==> config.mk <==
export PLATFORM = sky130hd
export DESIGN_NAME = csr_core_state
export DESIGN_NICKNAME = d
export VERILOG_FILES = /design/src/include/csr_pkg.sv /design/src/design/csr_core_state.sv
export SDC_FILE = /design/constraint.sdc
export NUM_CORES = 1
export LEC_CHECK = 0
export BUFFER_PORTS_ARGS = -buffer_cell sky130_fd_sc_hd__buf_2
export CORE_MARGIN = 2
export CORE_UTILIZATION = 36
export DETAILED_ROUTE_END_ITERATION = 8
export PLACE_DENSITY_LB_ADDON = 0.12
export SLEW_MARGIN = 20
export SYNTH_ARGS = -nofsm -noshare
export SYNTH_HDL_FRONTEND = slang
export SYNTH_SLANG_ARGS = --single-unit
==> constraint.sdc <==
create_clock -name clock -period 7 [get_ports clock]
set_input_delay 1.4 -clock clock [delete_from_list [all_inputs] [get_ports clock]]
set_output_delay 1.4 -clock clock [all_outputs]
set_load 0.03 [all_outputs]
==> src/include/csr_pkg.sv <==
// constants and types for the core architectural state block
//
// Contract
// - only privileged handler, privileged thread and user thread states exist.
// - user-level access to restricted resources is blocked and raises a fault.
// - handler mode while servicing an exception, thread mode otherwise.
// - all sixteen core registers are 32 bits wide.
// - low registers reach all encodings; high registers 8-12 not all 16-bit.
// - process stack used only in thread mode with stack select set, main otherwise.
// - stack pointer low two bits ignored and read zero.
// - a subroutine call writes the return address into the link register.
// - program counter bit zero ignored, fetch halfword aligned.
// - condition flags sit in status bits 27 to 31.
// - current exception number sits in status bits 0 to 8.
// - continuable and if-then state sit in bits 10-15 and 25-26.
// - status bit 24 reads one; clearing it raises a fault.
// - general mask blocks everything except nonmaskable and hard fault.
// - fault mask blocks everything except nonmaskable.
// - priority threshold blocks priorities at or above it; zero disables.
// - mode control bit 0 selects thread privilege, one is user.
// - mode control bit 1 selects process stack in thread mode.
// - stack select bit is zero whenever in handler mode; a control write in the entry cycle leaves it set.
// - bit-band aliasing gives atomic single-bit access to the sram region.
// - unaligned data accesses are accepted.
package csr_pkg;
   localparam int XLEN          = 32;
   localparam int PRIO_W        = 9;
   localparam int EXC_W         = 9;
   // register file indices
   localparam logic [3:0] IDX_SP = 4'hD;
   localparam logic [3:0] IDX_LR = 4'hE;
   localparam logic [3:0] IDX_PC = 4'hF;
   localparam logic [3:0] IDX_LOW_MAX = 4'h7;
   // special register bus offsets (word index times four)
   localparam logic [7:0] OFS_STATUS   = 8'h00;
   localparam logic [7:0] OFS_GMASK    = 8'h04;
   localparam logic [7:0] OFS_FMASK    = 8'h08;
   localparam logic [7:0] OFS_PRIO     = 8'h0C;
   localparam logic [7:0] OFS_CTRL     = 8'h10;
   localparam logic [7:0] OFS_MSP      = 8'h14;
   localparam logic [7:0] OFS_PSP      = 8'h18;
   localparam logic [7:0] OFS_MODE     = 8'h1C;
   // status word fields
   localparam int FLAG_LO  = 27;
   localparam int FLAG_HI  = 31;
   localparam int EXC_LO   = 0;
   localparam int EXC_HI   = 8;
   localparam int ICI_LO   = 10;
   localparam int ICI_HI   = 15;
   localparam int IT_LO    = 25;
   localparam int IT_HI    = 26;
   localparam int TBIT     = 24;
   // mode control fields
   localparam int CTRL_USER = 0;
   localparam int CTRL_SPSEL = 1;
   // exception numbers
   localparam logic [EXC_W-1:0] EXC_NMI  = 9'h002;
   localparam logic [EXC_W-1:0] EXC_HARD = 9'h003;
   localparam logic [EXC_W-1:0] EXC_USAGE = 9'h006;
   // bit-band region
   localparam logic [XLEN-1:0] BB_REGION = 32'h2000_0000;
   localparam logic [XLEN-1:0] BB_ALIAS  = 32'h2200_0000;
   localparam logic [XLEN-1:0] RST_ZERO  = 32'h0000_0000;
   typedef enum {ST_PRIV_THREAD, ST_USER_THREAD, ST_PRIV_HANDLER} csr_state_type;
endpackage : csr_pkg

==> src/design/csr_core_state.sv <==
// architectural state of the core: register file, status word, masks, mode
//
// The strobed register port and the address map were chosen for this implementation.
`timescale 1ns/100ps
module csr_core_state
   import csr_pkg::*;
#(
   parameter int XW = XLEN,
   parameter int PW = PRIO_W
) (
   input  wire logic              clock,
   input  wire logic              sys_rst,
   // general register file port
   input  wire logic [3:0]        gpr_waddr,
   input  wire logic [XW-1:0]     gpr_wdata,
   input  wire logic              gpr_we,
   input  wire logic              gpr_narrow,
   input  wire logic [3:0]        gpr_raddr,
   output logic      [XW-1:0]     gpr_rdata,
   // program flow
   input  wire logic              pc_load,
   input  wire logic [XW-1:0]     pc_target,
   input  wire logic              pc_step,
   input  wire logic              pc_step_wide,
   input  wire logic              call_req,
   output logic      [XW-1:0]     fetch_addr,
   // flags from the alu
   input  wire logic              flags_we,
   input  wire logic [4:0]        flags_in,
   // exception entry and return
   input  wire logic              exc_entry,
   input  wire logic [EXC_W-1:0]  exc_num,
   input  wire logic              exc_return,
   input  wire logic              exc_ret_thread,
   // pending interrupt presented for masking
   input  wire logic              irq_pend,
   input  wire logic [EXC_W-1:0]  irq_num,
   input  wire logic [PW-1:0]     irq_prio,
   output logic                   irq_take,
   // special register port
   input  wire logic [7:0]        sreg_addr,
   input  wire logic [XW-1:0]     sreg_wdata,
   input  wire logic              sreg_wr,
   input  wire logic              sreg_rd,
   input  wire logic              restricted_op,
   output logic      [XW-1:0]     sreg_rdata,
   // data access address translation
   input  wire logic [XW-1:0]     data_addr,
   output logic      [XW-1:0]     mem_addr,
   output logic      [4:0]        mem_bit,
   output logic                   mem_bitband,
   // status
   output logic                   fault_req,
   output logic                   handler_mode,
   output logic                   user_level
);
   // ---------------------------------------------------------------
   // parameter checks
   // ---------------------------------------------------------------
   initial begin
      if (XW != 32) $error("core state supports 32-bit registers only");
      if (PW < 1 || PW > 9) $error("priority width must be 1..9");
   end

   // ---------------------------------------------------------------
   // state
   // ---------------------------------------------------------------
   csr_state_type      state_r;
   logic [XW-1:0]      gpr_r [0:12];
   logic [XW-1:0]      msp_r;
   logic [XW-1:0]      psp_r;
   logic [XW-1:0]      lr_r;
   logic [XW-1:0]      pc_r;
   logic [4:0]         flags_r;
   logic [EXC_W-1:0]   exc_r;
   logic [5:0]         ici_r;
   logic [1:0]         it_r;
   logic               gmask_r;
   logic               fmask_r;
   logic [PW-1:0]      prio_r;
   logic [1:0]         ctrl_r;
   logic               in_handler;
   logic               is_user;
   logic               use_psp;
   logic               priv_deny;
   logic               tbit_clear;
   logic               fault_nxt;
   logic               status_wr;
   logic [XW-1:0]      status_word;
   logic [XW-1:0]      sp_view;
   logic [XW-1:0]      next_pc;
   logic               hi_denied;
   logic               mask_block;

   // ---------------------------------------------------------------
   // mode decode
   // ---------------------------------------------------------------
   // three states only
   assign in_handler = (state_r == ST_PRIV_HANDLER);
   assign is_user    = (state_r == ST_USER_THREAD);
   assign use_psp    = !in_handler && ctrl_r[CTRL_SPSEL];
   // stack pointer low bits read zero
   assign sp_view    = use_psp ? {psp_r[XW-1:2], 2'b00} : {msp_r[XW-1:2], 2'b00};

   // operating state machine, handler never at user level
   always_ff @(posedge clock) begin
      if (sys_rst) begin
         state_r <= ST_PRIV_THREAD;
      end else begin
         case (state_r)
            ST_PRIV_THREAD, ST_USER_THREAD: begin
               if (exc_entry) begin
                  state_r <= ST_PRIV_HANDLER;
               end else if (sreg_wr && sreg_addr == OFS_CTRL && !is_user) begin
                  state_r <= sreg_wdata[CTRL_USER] ? ST_USER_THREAD : ST_PRIV_THREAD;
               end
            end
            ST_PRIV_HANDLER: begin
               if (exc_return && exc_ret_thread) begin
                  state_r <= ctrl_r[CTRL_USER] ? ST_USER_THREAD : ST_PRIV_THREAD;
               end
            end
            default: state_r <= ST_PRIV_THREAD;
         endcase
      end
   end

   // ---------------------------------------------------------------
   // privilege checks and fault
   // ---------------------------------------------------------------
   // high registers unreachable by narrow encodings
   assign hi_denied  = gpr_we && gpr_narrow && (gpr_waddr > IDX_LOW_MAX)
                       && (gpr_waddr < IDX_SP);
   // user level blocked from writing special registers other than status, and from restricted ops
   assign priv_deny  = is_user && (restricted_op || (sreg_wr && sreg_addr != OFS_STATUS));
   assign status_wr  = sreg_wr && sreg_addr == OFS_STATUS;
   assign tbit_clear = status_wr && !sreg_wdata[TBIT];
   assign fault_nxt  = priv_deny || tbit_clear || hi_denied;

   // fault pulse registered so the output comes from a flip-flop
   always_ff @(posedge clock) begin
      if (sys_rst) begin
         fault_req <= 1'b0;
      end else begin
         fault_req <= fault_nxt;
      end
   end

   // ---------------------------------------------------------------
   // general registers
   // ---------------------------------------------------------------
   // thirteen 32-bit general registers
   always_ff @(posedge clock) begin
      if (sys_rst) begin
         for (int i = 0; i < 13; i++) gpr_r[i] <= RST_ZERO;
      end else if (gpr_we && !hi_denied && gpr_waddr < IDX_SP) begin
         gpr_r[gpr_waddr] <= gpr_wdata;
      end
   end

   // stack bank write, selected copy only; alignment enforced on store
   always_ff @(posedge clock) begin
      if (sys_rst) begin
         msp_r <= RST_ZERO;
         psp_r <= RST_ZERO;
      end else begin
         if (gpr_we && gpr_waddr == IDX_SP) begin
            // write goes to the active bank
            if (use_psp) psp_r <= {gpr_wdata[XW-1:2], 2'b00};
            else         msp_r <= {gpr_wdata[XW-1:2], 2'b00};
         end else if (sreg_wr && !is_user && sreg_addr == OFS_MSP) begin
            msp_r <= {sreg_wdata[XW-1:2], 2'b00};
         end else if (sreg_wr && !is_user && sreg_addr == OFS_PSP) begin
            psp_r <= {sreg_wdata[XW-1:2], 2'b00};
         end
      end
   end

   // program counter; wide instructions step four, narrow two
   assign next_pc = pc_r + (pc_step_wide ? 32'h0000_0004 : 32'h0000_0002);

   // call writes return address into link register
   always_ff @(posedge clock) begin
      if (sys_rst) begin
         lr_r <= RST_ZERO;
      end else if (call_req) begin
         lr_r <= {next_pc[XW-1:1], 1'b1};
      end else if (gpr_we && gpr_waddr == IDX_LR) begin
         lr_r <= gpr_wdata;
      end
   end

   // program counter bit zero forced low
   always_ff @(posedge clock) begin
      if (sys_rst) begin
         pc_r <= RST_ZERO;
      end else if (pc_load) begin
         pc_r <= {pc_target[XW-1:1], 1'b0};
      end else if (gpr_we && gpr_waddr == IDX_PC) begin
         pc_r <= {gpr_wdata[XW-1:1], 1'b0};
      end else if (pc_step) begin
         pc_r <= {next_pc[XW-1:1], 1'b0};
      end
   end

   // read mux and fetch address registered
   always_ff @(posedge clock) begin
      if (sys_rst) begin
         gpr_rdata  <= RST_ZERO;
         fetch_addr <= RST_ZERO;
      end else begin
         fetch_addr <= pc_r;
         case (gpr_raddr)
            IDX_SP:  gpr_rdata <= sp_view;
            IDX_LR:  gpr_rdata <= lr_r;
            IDX_PC:  gpr_rdata <= pc_r;
            default: gpr_rdata <= gpr_r[gpr_raddr];
         endcase
      end
   end

   // ---------------------------------------------------------------
   // status word
   // ---------------------------------------------------------------
   // field layout of the combined word
   always_comb begin
      status_word                  = RST_ZERO;
      status_word[FLAG_HI:FLAG_LO] = flags_r;
      status_word[TBIT]            = 1'b1;
      status_word[IT_HI:IT_LO]     = it_r;
      status_word[ICI_HI:ICI_LO]   = ici_r;
      status_word[EXC_HI:EXC_LO]   = exc_r;
   end

   // condition flags; flags from the alu win over a move
   always_ff @(posedge clock) begin
      if (sys_rst) begin
         flags_r <= 5'h00;
      end else if (flags_we) begin
         flags_r <= flags_in;
      end else if (status_wr && !tbit_clear) begin
         flags_r <= sreg_wdata[FLAG_HI:FLAG_LO];
      end
   end

   // execution control bits, privileged writes only
   always_ff @(posedge clock) begin
      if (sys_rst) begin
         ici_r <= 6'h00;
         it_r  <= 2'h0;
      end else if (status_wr && !tbit_clear && !is_user) begin
         ici_r <= sreg_wdata[ICI_HI:ICI_LO];
         it_r  <= sreg_wdata[IT_HI:IT_LO];
      end
   end

   // exception number tracks the one in service
   always_ff @(posedge clock) begin
      if (sys_rst) begin
         exc_r <= 9'h000;
      end else if (exc_entry) begin
         exc_r <= exc_num;
      end else if (exc_return && exc_ret_thread) begin
         exc_r <= 9'h000;
      end
   end

   // ---------------------------------------------------------------
   // masks and mode control
   // ---------------------------------------------------------------
   // masks writable only at privileged level; user writes fault instead
   always_ff @(posedge clock) begin
      if (sys_rst) begin
         gmask_r <= 1'b0;
         fmask_r <= 1'b0;
         prio_r  <= '0;
      end else begin
         if (sreg_wr && !is_user && sreg_addr == OFS_GMASK) gmask_r <= sreg_wdata[0];
         // fault mask drops on return other than from NMI, so a handler cannot leave it set
         if (exc_return && exc_num != EXC_NMI) fmask_r <= 1'b0;
         else if (sreg_wr && !is_user && sreg_addr == OFS_FMASK) fmask_r <= sreg_wdata[0];
         if (sreg_wr && !is_user && sreg_addr == OFS_PRIO) prio_r <= sreg_wdata[PW-1:0];
      end
   end

   // stack select held zero in handler mode unless set by a control write in the entry cycle
   always_ff @(posedge clock) begin
      if (sys_rst) begin
         ctrl_r <= 2'b00;
      end else if (sreg_wr && !is_user && sreg_addr == OFS_CTRL) begin
         // stack select only takes effect outside handler
         ctrl_r[CTRL_USER]  <= sreg_wdata[CTRL_USER];
         ctrl_r[CTRL_SPSEL] <= in_handler ? 1'b0 : sreg_wdata[CTRL_SPSEL];
      end else if (exc_entry) begin
         ctrl_r[CTRL_SPSEL] <= 1'b0;
      end
   end

   // masking decision for the pending interrupt
   always_comb begin
      mask_block = 1'b0;
      if (irq_num != EXC_NMI) begin
         if (fmask_r) mask_block = 1'b1;
         else if (gmask_r && irq_num != EXC_HARD) mask_block = 1'b1;
         else if (prio_r != '0 && irq_prio >= prio_r && irq_num != EXC_HARD)
            mask_block = 1'b1;
      end
   end

   always_ff @(posedge clock) begin
      if (sys_rst) begin
         irq_take <= 1'b0;
      end else begin
         irq_take <= irq_pend && !mask_block;
      end
   end

   // special register read port, data one cycle after the strobe
   always_ff @(posedge clock) begin
      if (sys_rst) begin
         sreg_rdata <= RST_ZERO;
      end else if (sreg_rd) begin
         case (sreg_addr)
            OFS_STATUS: sreg_rdata <= status_word;
            OFS_GMASK:  sreg_rdata <= {31'h0, gmask_r};
            OFS_FMASK:  sreg_rdata <= {31'h0, fmask_r};
            OFS_PRIO:   sreg_rdata <= {{(XW-PW){1'b0}}, prio_r};
            OFS_CTRL:   sreg_rdata <= {30'h0, ctrl_r};
            OFS_MSP:    sreg_rdata <= {msp_r[XW-1:2], 2'b00};
            OFS_PSP:    sreg_rdata <= {psp_r[XW-1:2], 2'b00};
            OFS_MODE:   sreg_rdata <= {30'h0, in_handler, is_user};
            default:    sreg_rdata <= RST_ZERO;
         endcase
      end else begin
         sreg_rdata <= RST_ZERO;
      end
   end

   // ---------------------------------------------------------------
   // data address path
   // ---------------------------------------------------------------
   // alias word maps to one sram bit; other addresses pass unaligned
   always_ff @(posedge clock) begin
      if (sys_rst) begin
         mem_addr    <= RST_ZERO;
         mem_bit     <= 5'h00;
         mem_bitband <= 1'b0;
      end else if (data_addr[XW-1:20] == BB_ALIAS[XW-1:20]) begin
         mem_addr    <= BB_REGION | {12'h000, 5'h00, data_addr[19:7], 2'b00};
         mem_bit     <= data_addr[6:2];
         mem_bitband <= 1'b1;
      end else begin
         mem_addr    <= data_addr;
         mem_bit     <= 5'h00;
         mem_bitband <= 1'b0;
      end
   end

   // mode outputs registered
   always_ff @(posedge clock) begin
      if (sys_rst) begin
         handler_mode <= 1'b0;
         user_level   <= 1'b0;
      end else begin
         handler_mode <= in_handler;
         user_level   <= is_user;
      end
   end
endmodule : csr_core_state

### After elaboration in Yosys (flattened, before gate mapping)

Memories as Yosys holds them, arrays and structs flattened.
Cells that the tools add are included.

* ROM bits: 0
* register bits after elaboration: 331
* latch bits: 0
* memories kept: 1
* word-level logic and storage cells: 160
* memory bits (writable): 416

* $lt $le $gt $ge: 3
* equality and inequality tests: 26
* bitwise operators: 2
* div/mod/pow operators: 0
* shifts and indexed selects: 0
* reductions and logical operators: 59
* multiply operators: 0
* mux-type cells: 43
* $add $sub $neg: 1

Memory list
* gpr_r: words 13, width 32, rd ports 1, clocked after memory_dff 0, write ports 13, line csr_core_state.sv:69 `logic [XW-1:0] gpr_r [0:12];`

Operator list (count)
* $mux 32: 17
* $pmux 32 s8: 1
* $pmux 32 s3: 1
* $eq 32x2->1 const B: 2
* $pmux 32 s2: 1
* $add 32x3->32: 1
* $eq 32x1->1 const B: 1
* $eq 32x3->1 const B: 1
* $eq 8x5->1 const B: 4
* $logic_not 32->1: 1
* $reduce_or 32->1: 1
* $logic_and 1x1->1: 30
* $mux 30: 1
* $ne 9x2->1 const B: 3
* $eq 4x4->1 const B: 6
* $mux 9: 2
* $eq 8x4->1 const B: 2
* $mux 1: 16
* $eq 12x10->1 const B: 1
* $reduce_bool 2->1: 6
* $mux 5: 2
* $reduce_or 2->1: 5
* $ge 9x9->1: 1
* $reduce_bool 9->1: 1
* 15 further kinds: 27

### Logic depth before layout (Yosys ltp)

* depth in word-level cells: 11
* mapped depth: 10
* mapped depth without buffers: 9

### Worst setup path before layout

No wires, ideal clock.

* kind: input to register
* from: in sys_rst
* to: mem gpr_r[11][0] (netlist name), enable pin
* cell stages on the path: 4
* path buffers: 0
* path slack: 2.129 ns
* library setup time: 0.466 ns
* data arrival time: 4.406 ns
* data required time: 6.534 ns
* cells stage by stage: inv_1 -> nand2_1 -> or4b_1 -> o21ai_0

RTL lines
* start: declaration: line csr_core_state.sv:12 `input wire logic sys_rst,`
* end: declaration: line csr_core_state.sv:69

### Final worst setup path

* from: in sreg_addr[2]
* to: reg flags_r[1]

* cells in the longest elaborated chain, start to end: 6

Ends and longest elaborated chain
* start: declaration: line csr_core_state.sv:41 `input wire logic [7:0] sreg_addr,`
* $logic_not 8->1 *: line csr_core_state.sv:136 `assign status_wr = sreg_wr && sreg_addr == OFS_STATUS;`
* $logic_and 1x1->1 *: line csr_core_state.sv:136
* $logic_and 1x1->1: line csr_core_state.sv:137 `assign tbit_clear = status_wr && !sreg_wdata[TBIT];`
* $logic_not 1->1: line csr_core_state.sv:241 `end else if (status_wr && !tbit_clear) begin`
* $logic_and 1x1->1 *: line csr_core_state.sv:241
* $reduce_bool 2->1 (no line) *
* end signal: assignment: line csr_core_state.sv:240 `flags_r <= flags_in;`
* end signal: assignment: line csr_core_state.sv:242 `flags_r <= sreg_wdata[FLAG_HI:FLAG_LO];`
* end: declaration: line csr_core_state.sv:74 `logic [4:0] flags_r;`

Mark *: on every way between the ends. The rest lies on a longest branch, timed or not.
A chain may end at the register's enable or synchronous reset.

==> summary.md <==
| Metric | Value |
|---|---|
| Outcome | finished clean |
| Top cells by area, synth | edfxtp_1 (43%), dfxtp_1 (17%), mux4_2 (8.0%), and2_1 (7.4%), a211oi_1 (3.3%) |
| Vias in the first global route | 24900 |
| Routing usage on met1 | 0.298 |
| Synth Area per Inst | 12.6 um2 |
| Setup Skew | 23.5 ps |
| Die width | 320 um |
| Nets@finish | 3354 |
| H-tree depth | 3 |
| Slew headroom | 0.215 |
| Maximum vdd ir drop | 178 uV |
| WS Path Type | input pin to flip-flop |
| Critical path's slowest cell | nor4b_4 |
| Yosys cell types | 79 |
| Synthesis-stage register bit count | 809 |
| Post-CTS setup buffer count | 0 |
| Setup violators final | 0 |
| Switching Share | 0.241 |
| Min Hold Slack | 491 ps |
| Clock power frac | 0.426 |
| Crit end category | flip-flop |
| Area share of the largest cell type after synthesis | 0.428 |
| Antenna-violating nets left | 0 |
| Placed wire-length estimate | 76100 um |
| Ports | 330 |
| Yosys Warn Count | 0 |
| DR WL/cell | 26.2 um |
| Slowest stage delay, CP | 980 ps |
| CTS resizes | 0 |
| Leakage | 15.3 nW |
| Total grt overflow | 0 |
| CP max FO | 18 |
| Post-Route WL | 118000 um |
| Worst-Margin Slew | 1170 ps |
| Largest net degree at the start of global routing | 101 |
| Startpoint types | input pin |
| Vias | 24600 |
| Area Growth Syn to Fin | 17.3% |
| Setup TNS | 0 ps |
| Residual DRC | 0 |
| Hold Vio Cnt, Final | 0 |
| Tightest Hold Check Type | flip-flop to flip-flop |
| Port Buffer Count | 327 |
| Sequential power share | 0.485 |
| First-pass GRT wire length | 172000 um |
| GPL Wtd Cong | 0.893 |
| Crit path cell chain | buf_2 > nor2_1 > nor4b_4 > nand3_1 > mux2i_1 > a211oi_1 |
| Die H | 320 um |
| Die ar. | 0.102 mm2 |
| Overall Global Routing Usage | 0.228 |
| Count of hold buffers inserted by post-cts repair | 0 |
| P per Cell Area | 266 mW/mm2 |
| Gate Count Post-Synth | 2839 |
| Max Clock Freq | 262 MHz |
| CTS buffer count | 88 |
| Clk root buf | clkbuf_16 |
| Drt via density | 5.45 |
| GR Layer Usage met2 | 0.388 |
| Internal | 8.50 mW |
| Critical Path RT | 7540 ps |
| Num rows | 115 |
| Share of layout cells above drive strength 1 | 0.229 |
| CTS Sinks | 809 |
| DRT iter0 DRCs | 2106 |
| Final worst path period need | 3820 ps |
| Async SR Flop Fraction | 0 |
| Prevailing post-synth register cell | edfxtp_1 |
| GRT met3 Usage | 0.0416 |
| Initial Utilization | 0.364 |
| Worst Path Arrival | 4360 ps |
| GR peak layer | met2 |
| Max-Cap Viols | 0 |
| Largest area contributor in the netlist | edfxtp_1 |
| Util after Layout | 0.428 |
| Sequential-to-total area share from yosys stat | 0.594 |
| Clk pin slew, worst setup/hold paths | 60 ps |
| Final period utilization | 0.545 |
| Switch Pwr | 2.70 mW |
| Later-pin clock latency in the skew report | 660 ps |
| DR pass1 iterations | 7 |
| Initial antenna violation count | 12 |
| TritonCTS clock tree | built |
| Mapped cell area | 0.0359 mm2 |
| CTS Buffer Depth | 3 |
| Core Area | 0.0986 mm2 |
| Combinational power share | 0.089 |
| Post-synth EDFFs | 512 |
| Slew Limit Fails | 0 |
| RSZ-0062 raised after global routing | false |
## cells in the final DEF, fill, tap and decap left out, types with 8 or more instances in the layout
master,n
a211oi_1,159
a21oi_1,104
a222oi_1,8
a22o_1,8
a22oi_1,32
a31oi_1,15
and2_1,427
and3_1,36
buf_2,323
buf_4,49
bufinv_16,11
clkbuf_1,22
clkbuf_16,89
clkbuf_8,9
clkinv_1,13
clkinv_2,14
conb_1,97
dfxtp_1,297
edfxtp_1,512
ha_1,11
inv_1,31
mux2_2,55
mux2i_1,82
mux4_2,128
nand2_1,42
nand2b_1,11
nand3_1,31
nand4_1,12
nor2_1,215
nor2_4,13
nor2b_1,95
nor3_1,21
nor4_1,34
o21ai_0,30
o21ai_4,11
o221ai_1,17
o31a_1,21
xnor2_1,23
## routing by layer
| layer | share of wire | vias up |
|---|---|---|
| met3 | 0.066 | 170 |
| met5 | 0.00057 | - |
| li1 | - | 11000 |
| met2 | 0.49 | 882 |
| met1 | 0.42 | 12500 |
| met4 | 0.024 | 12 |
## critical path: cells and delay by family
| family | cells | cell delay, ps |
|---|---|---|
| buffers and inverters | 1 | 140 |
| multiplexers | 1 | 250 |
| AO/OA/AOI/OAI | 1 | 300 |
| AND/OR/NAND/NOR | 3 | 2260 |
## state kept, by name, indices dropped and copies added, names as in the netlist, 30 cells and up
| signal | flops |
|---|---|
| psp_r | 30 |
| lr_r | 32 |
| fetch_addr | 31 |
| sreg_rdata | 32 |
| msp_r | 30 |
| gpr_r | 512 |
| mem_addr | 32 |
| pc_r | 31 |
| gpr_rdata | 32 |
## final timing paths
kind              cells past startpoint             end  slack, ps    startpoint
setup / recovery                      6      flags_r[1]       3180  sreg_addr[2]
hold / removal                        2  sreg_rdata[11]        490      ici_r[1]
setup reg to reg                      5        lr_r[30]       4190       pc_r[4]
hold reg to reg                       2  sreg_rdata[11]        490      ici_r[1]
## stage by stage
stage / area, um2 / setup slack (ps) / cells / power (mW)
4_1_cts: 42100 / 2910 / 4508 / 11.3
3_5_place_dp: 39200 / 2210 / 4346 / 6.54
3_3_place_gp: 39200 / 2370 / 4345 / 6.51
6_report: 42100 / 3180 / 4514 / 11.2
2_1_floorplan: 36300 / 2130 / 2935 / 6.09
5_1_grt: 42100 / 2970 / 4510 / 11.6
## synthesized netlist by cell type, types with 4 or more instances
library cell	instances
edfxtp_1	512
and2_1	427
dfxtp_1	297
nor2_1	230
clkbuf_1	206
a211oi_1	159
mux4_2	128
a21oi_1	104
nor2b_1	95
mux2i_1	82
mux2_2	55
nand2_1	42
o21ai_0	41
and3_1	36
nor4_1	34
a22oi_1	32
inv_1	32
nand3_1	32
buf_2	28
nor3_1	23
xnor2_1	23
o31a_1	21
o221ai_1	17
a31oi_1	15
buf_1	14
nand4_1	12
ha_1	11
nand2b_1	11
a222oi_1	8
a22o_1	8
a21boi_0	6
o211ai_1	6
or4_1	5
a211o_1	4
a221oi_1	4
nor3_2	4
nor4b_1	4
o2bb2ai_1	4
or3_1	4
xor2_1	4
## cell families after synthesis
group,after synthesis,share of synthesized area
and+or+nand+nor,981,0.154
DFF,809,0.594
AOI/OAI and AO/OA,459,0.0893
buffers and inverters,285,0.0314
muxes,265,0.120
xor gates and xnor gates,27,0.00658
adders and majority gates,12,0.00439
other,1,0.000104
## power by group through the flow
stage / Sequential (mW) / Combinational [mW] / Clock (mW)
3_3_place_gp: 5.51 / 0.996 / 0
6_report: 5.43 / 1.00 / 4.77
3_5_place_dp: 5.53 / 1.00 / 0
4_1_cts: 5.43 / 1.01 / 4.86
5_1_grt: 5.45 / 1.07 / 5.04
2_1_floorplan: 5.56 / 0.529 / 0
## final cells by class
cell class	instances	area, um2
Antenna cell	5	12.5
Sequential cell	809	21300
Tap cell	1287	1610
Clock buffer	118	2410
Timing Repair Buffer	377	2070
Clock inverter	44	517
Multi-Input combinational cell	1841	14100
Fill cell	9130	56400
Inverter	33	124
Power figures use the tool's default switching activity.
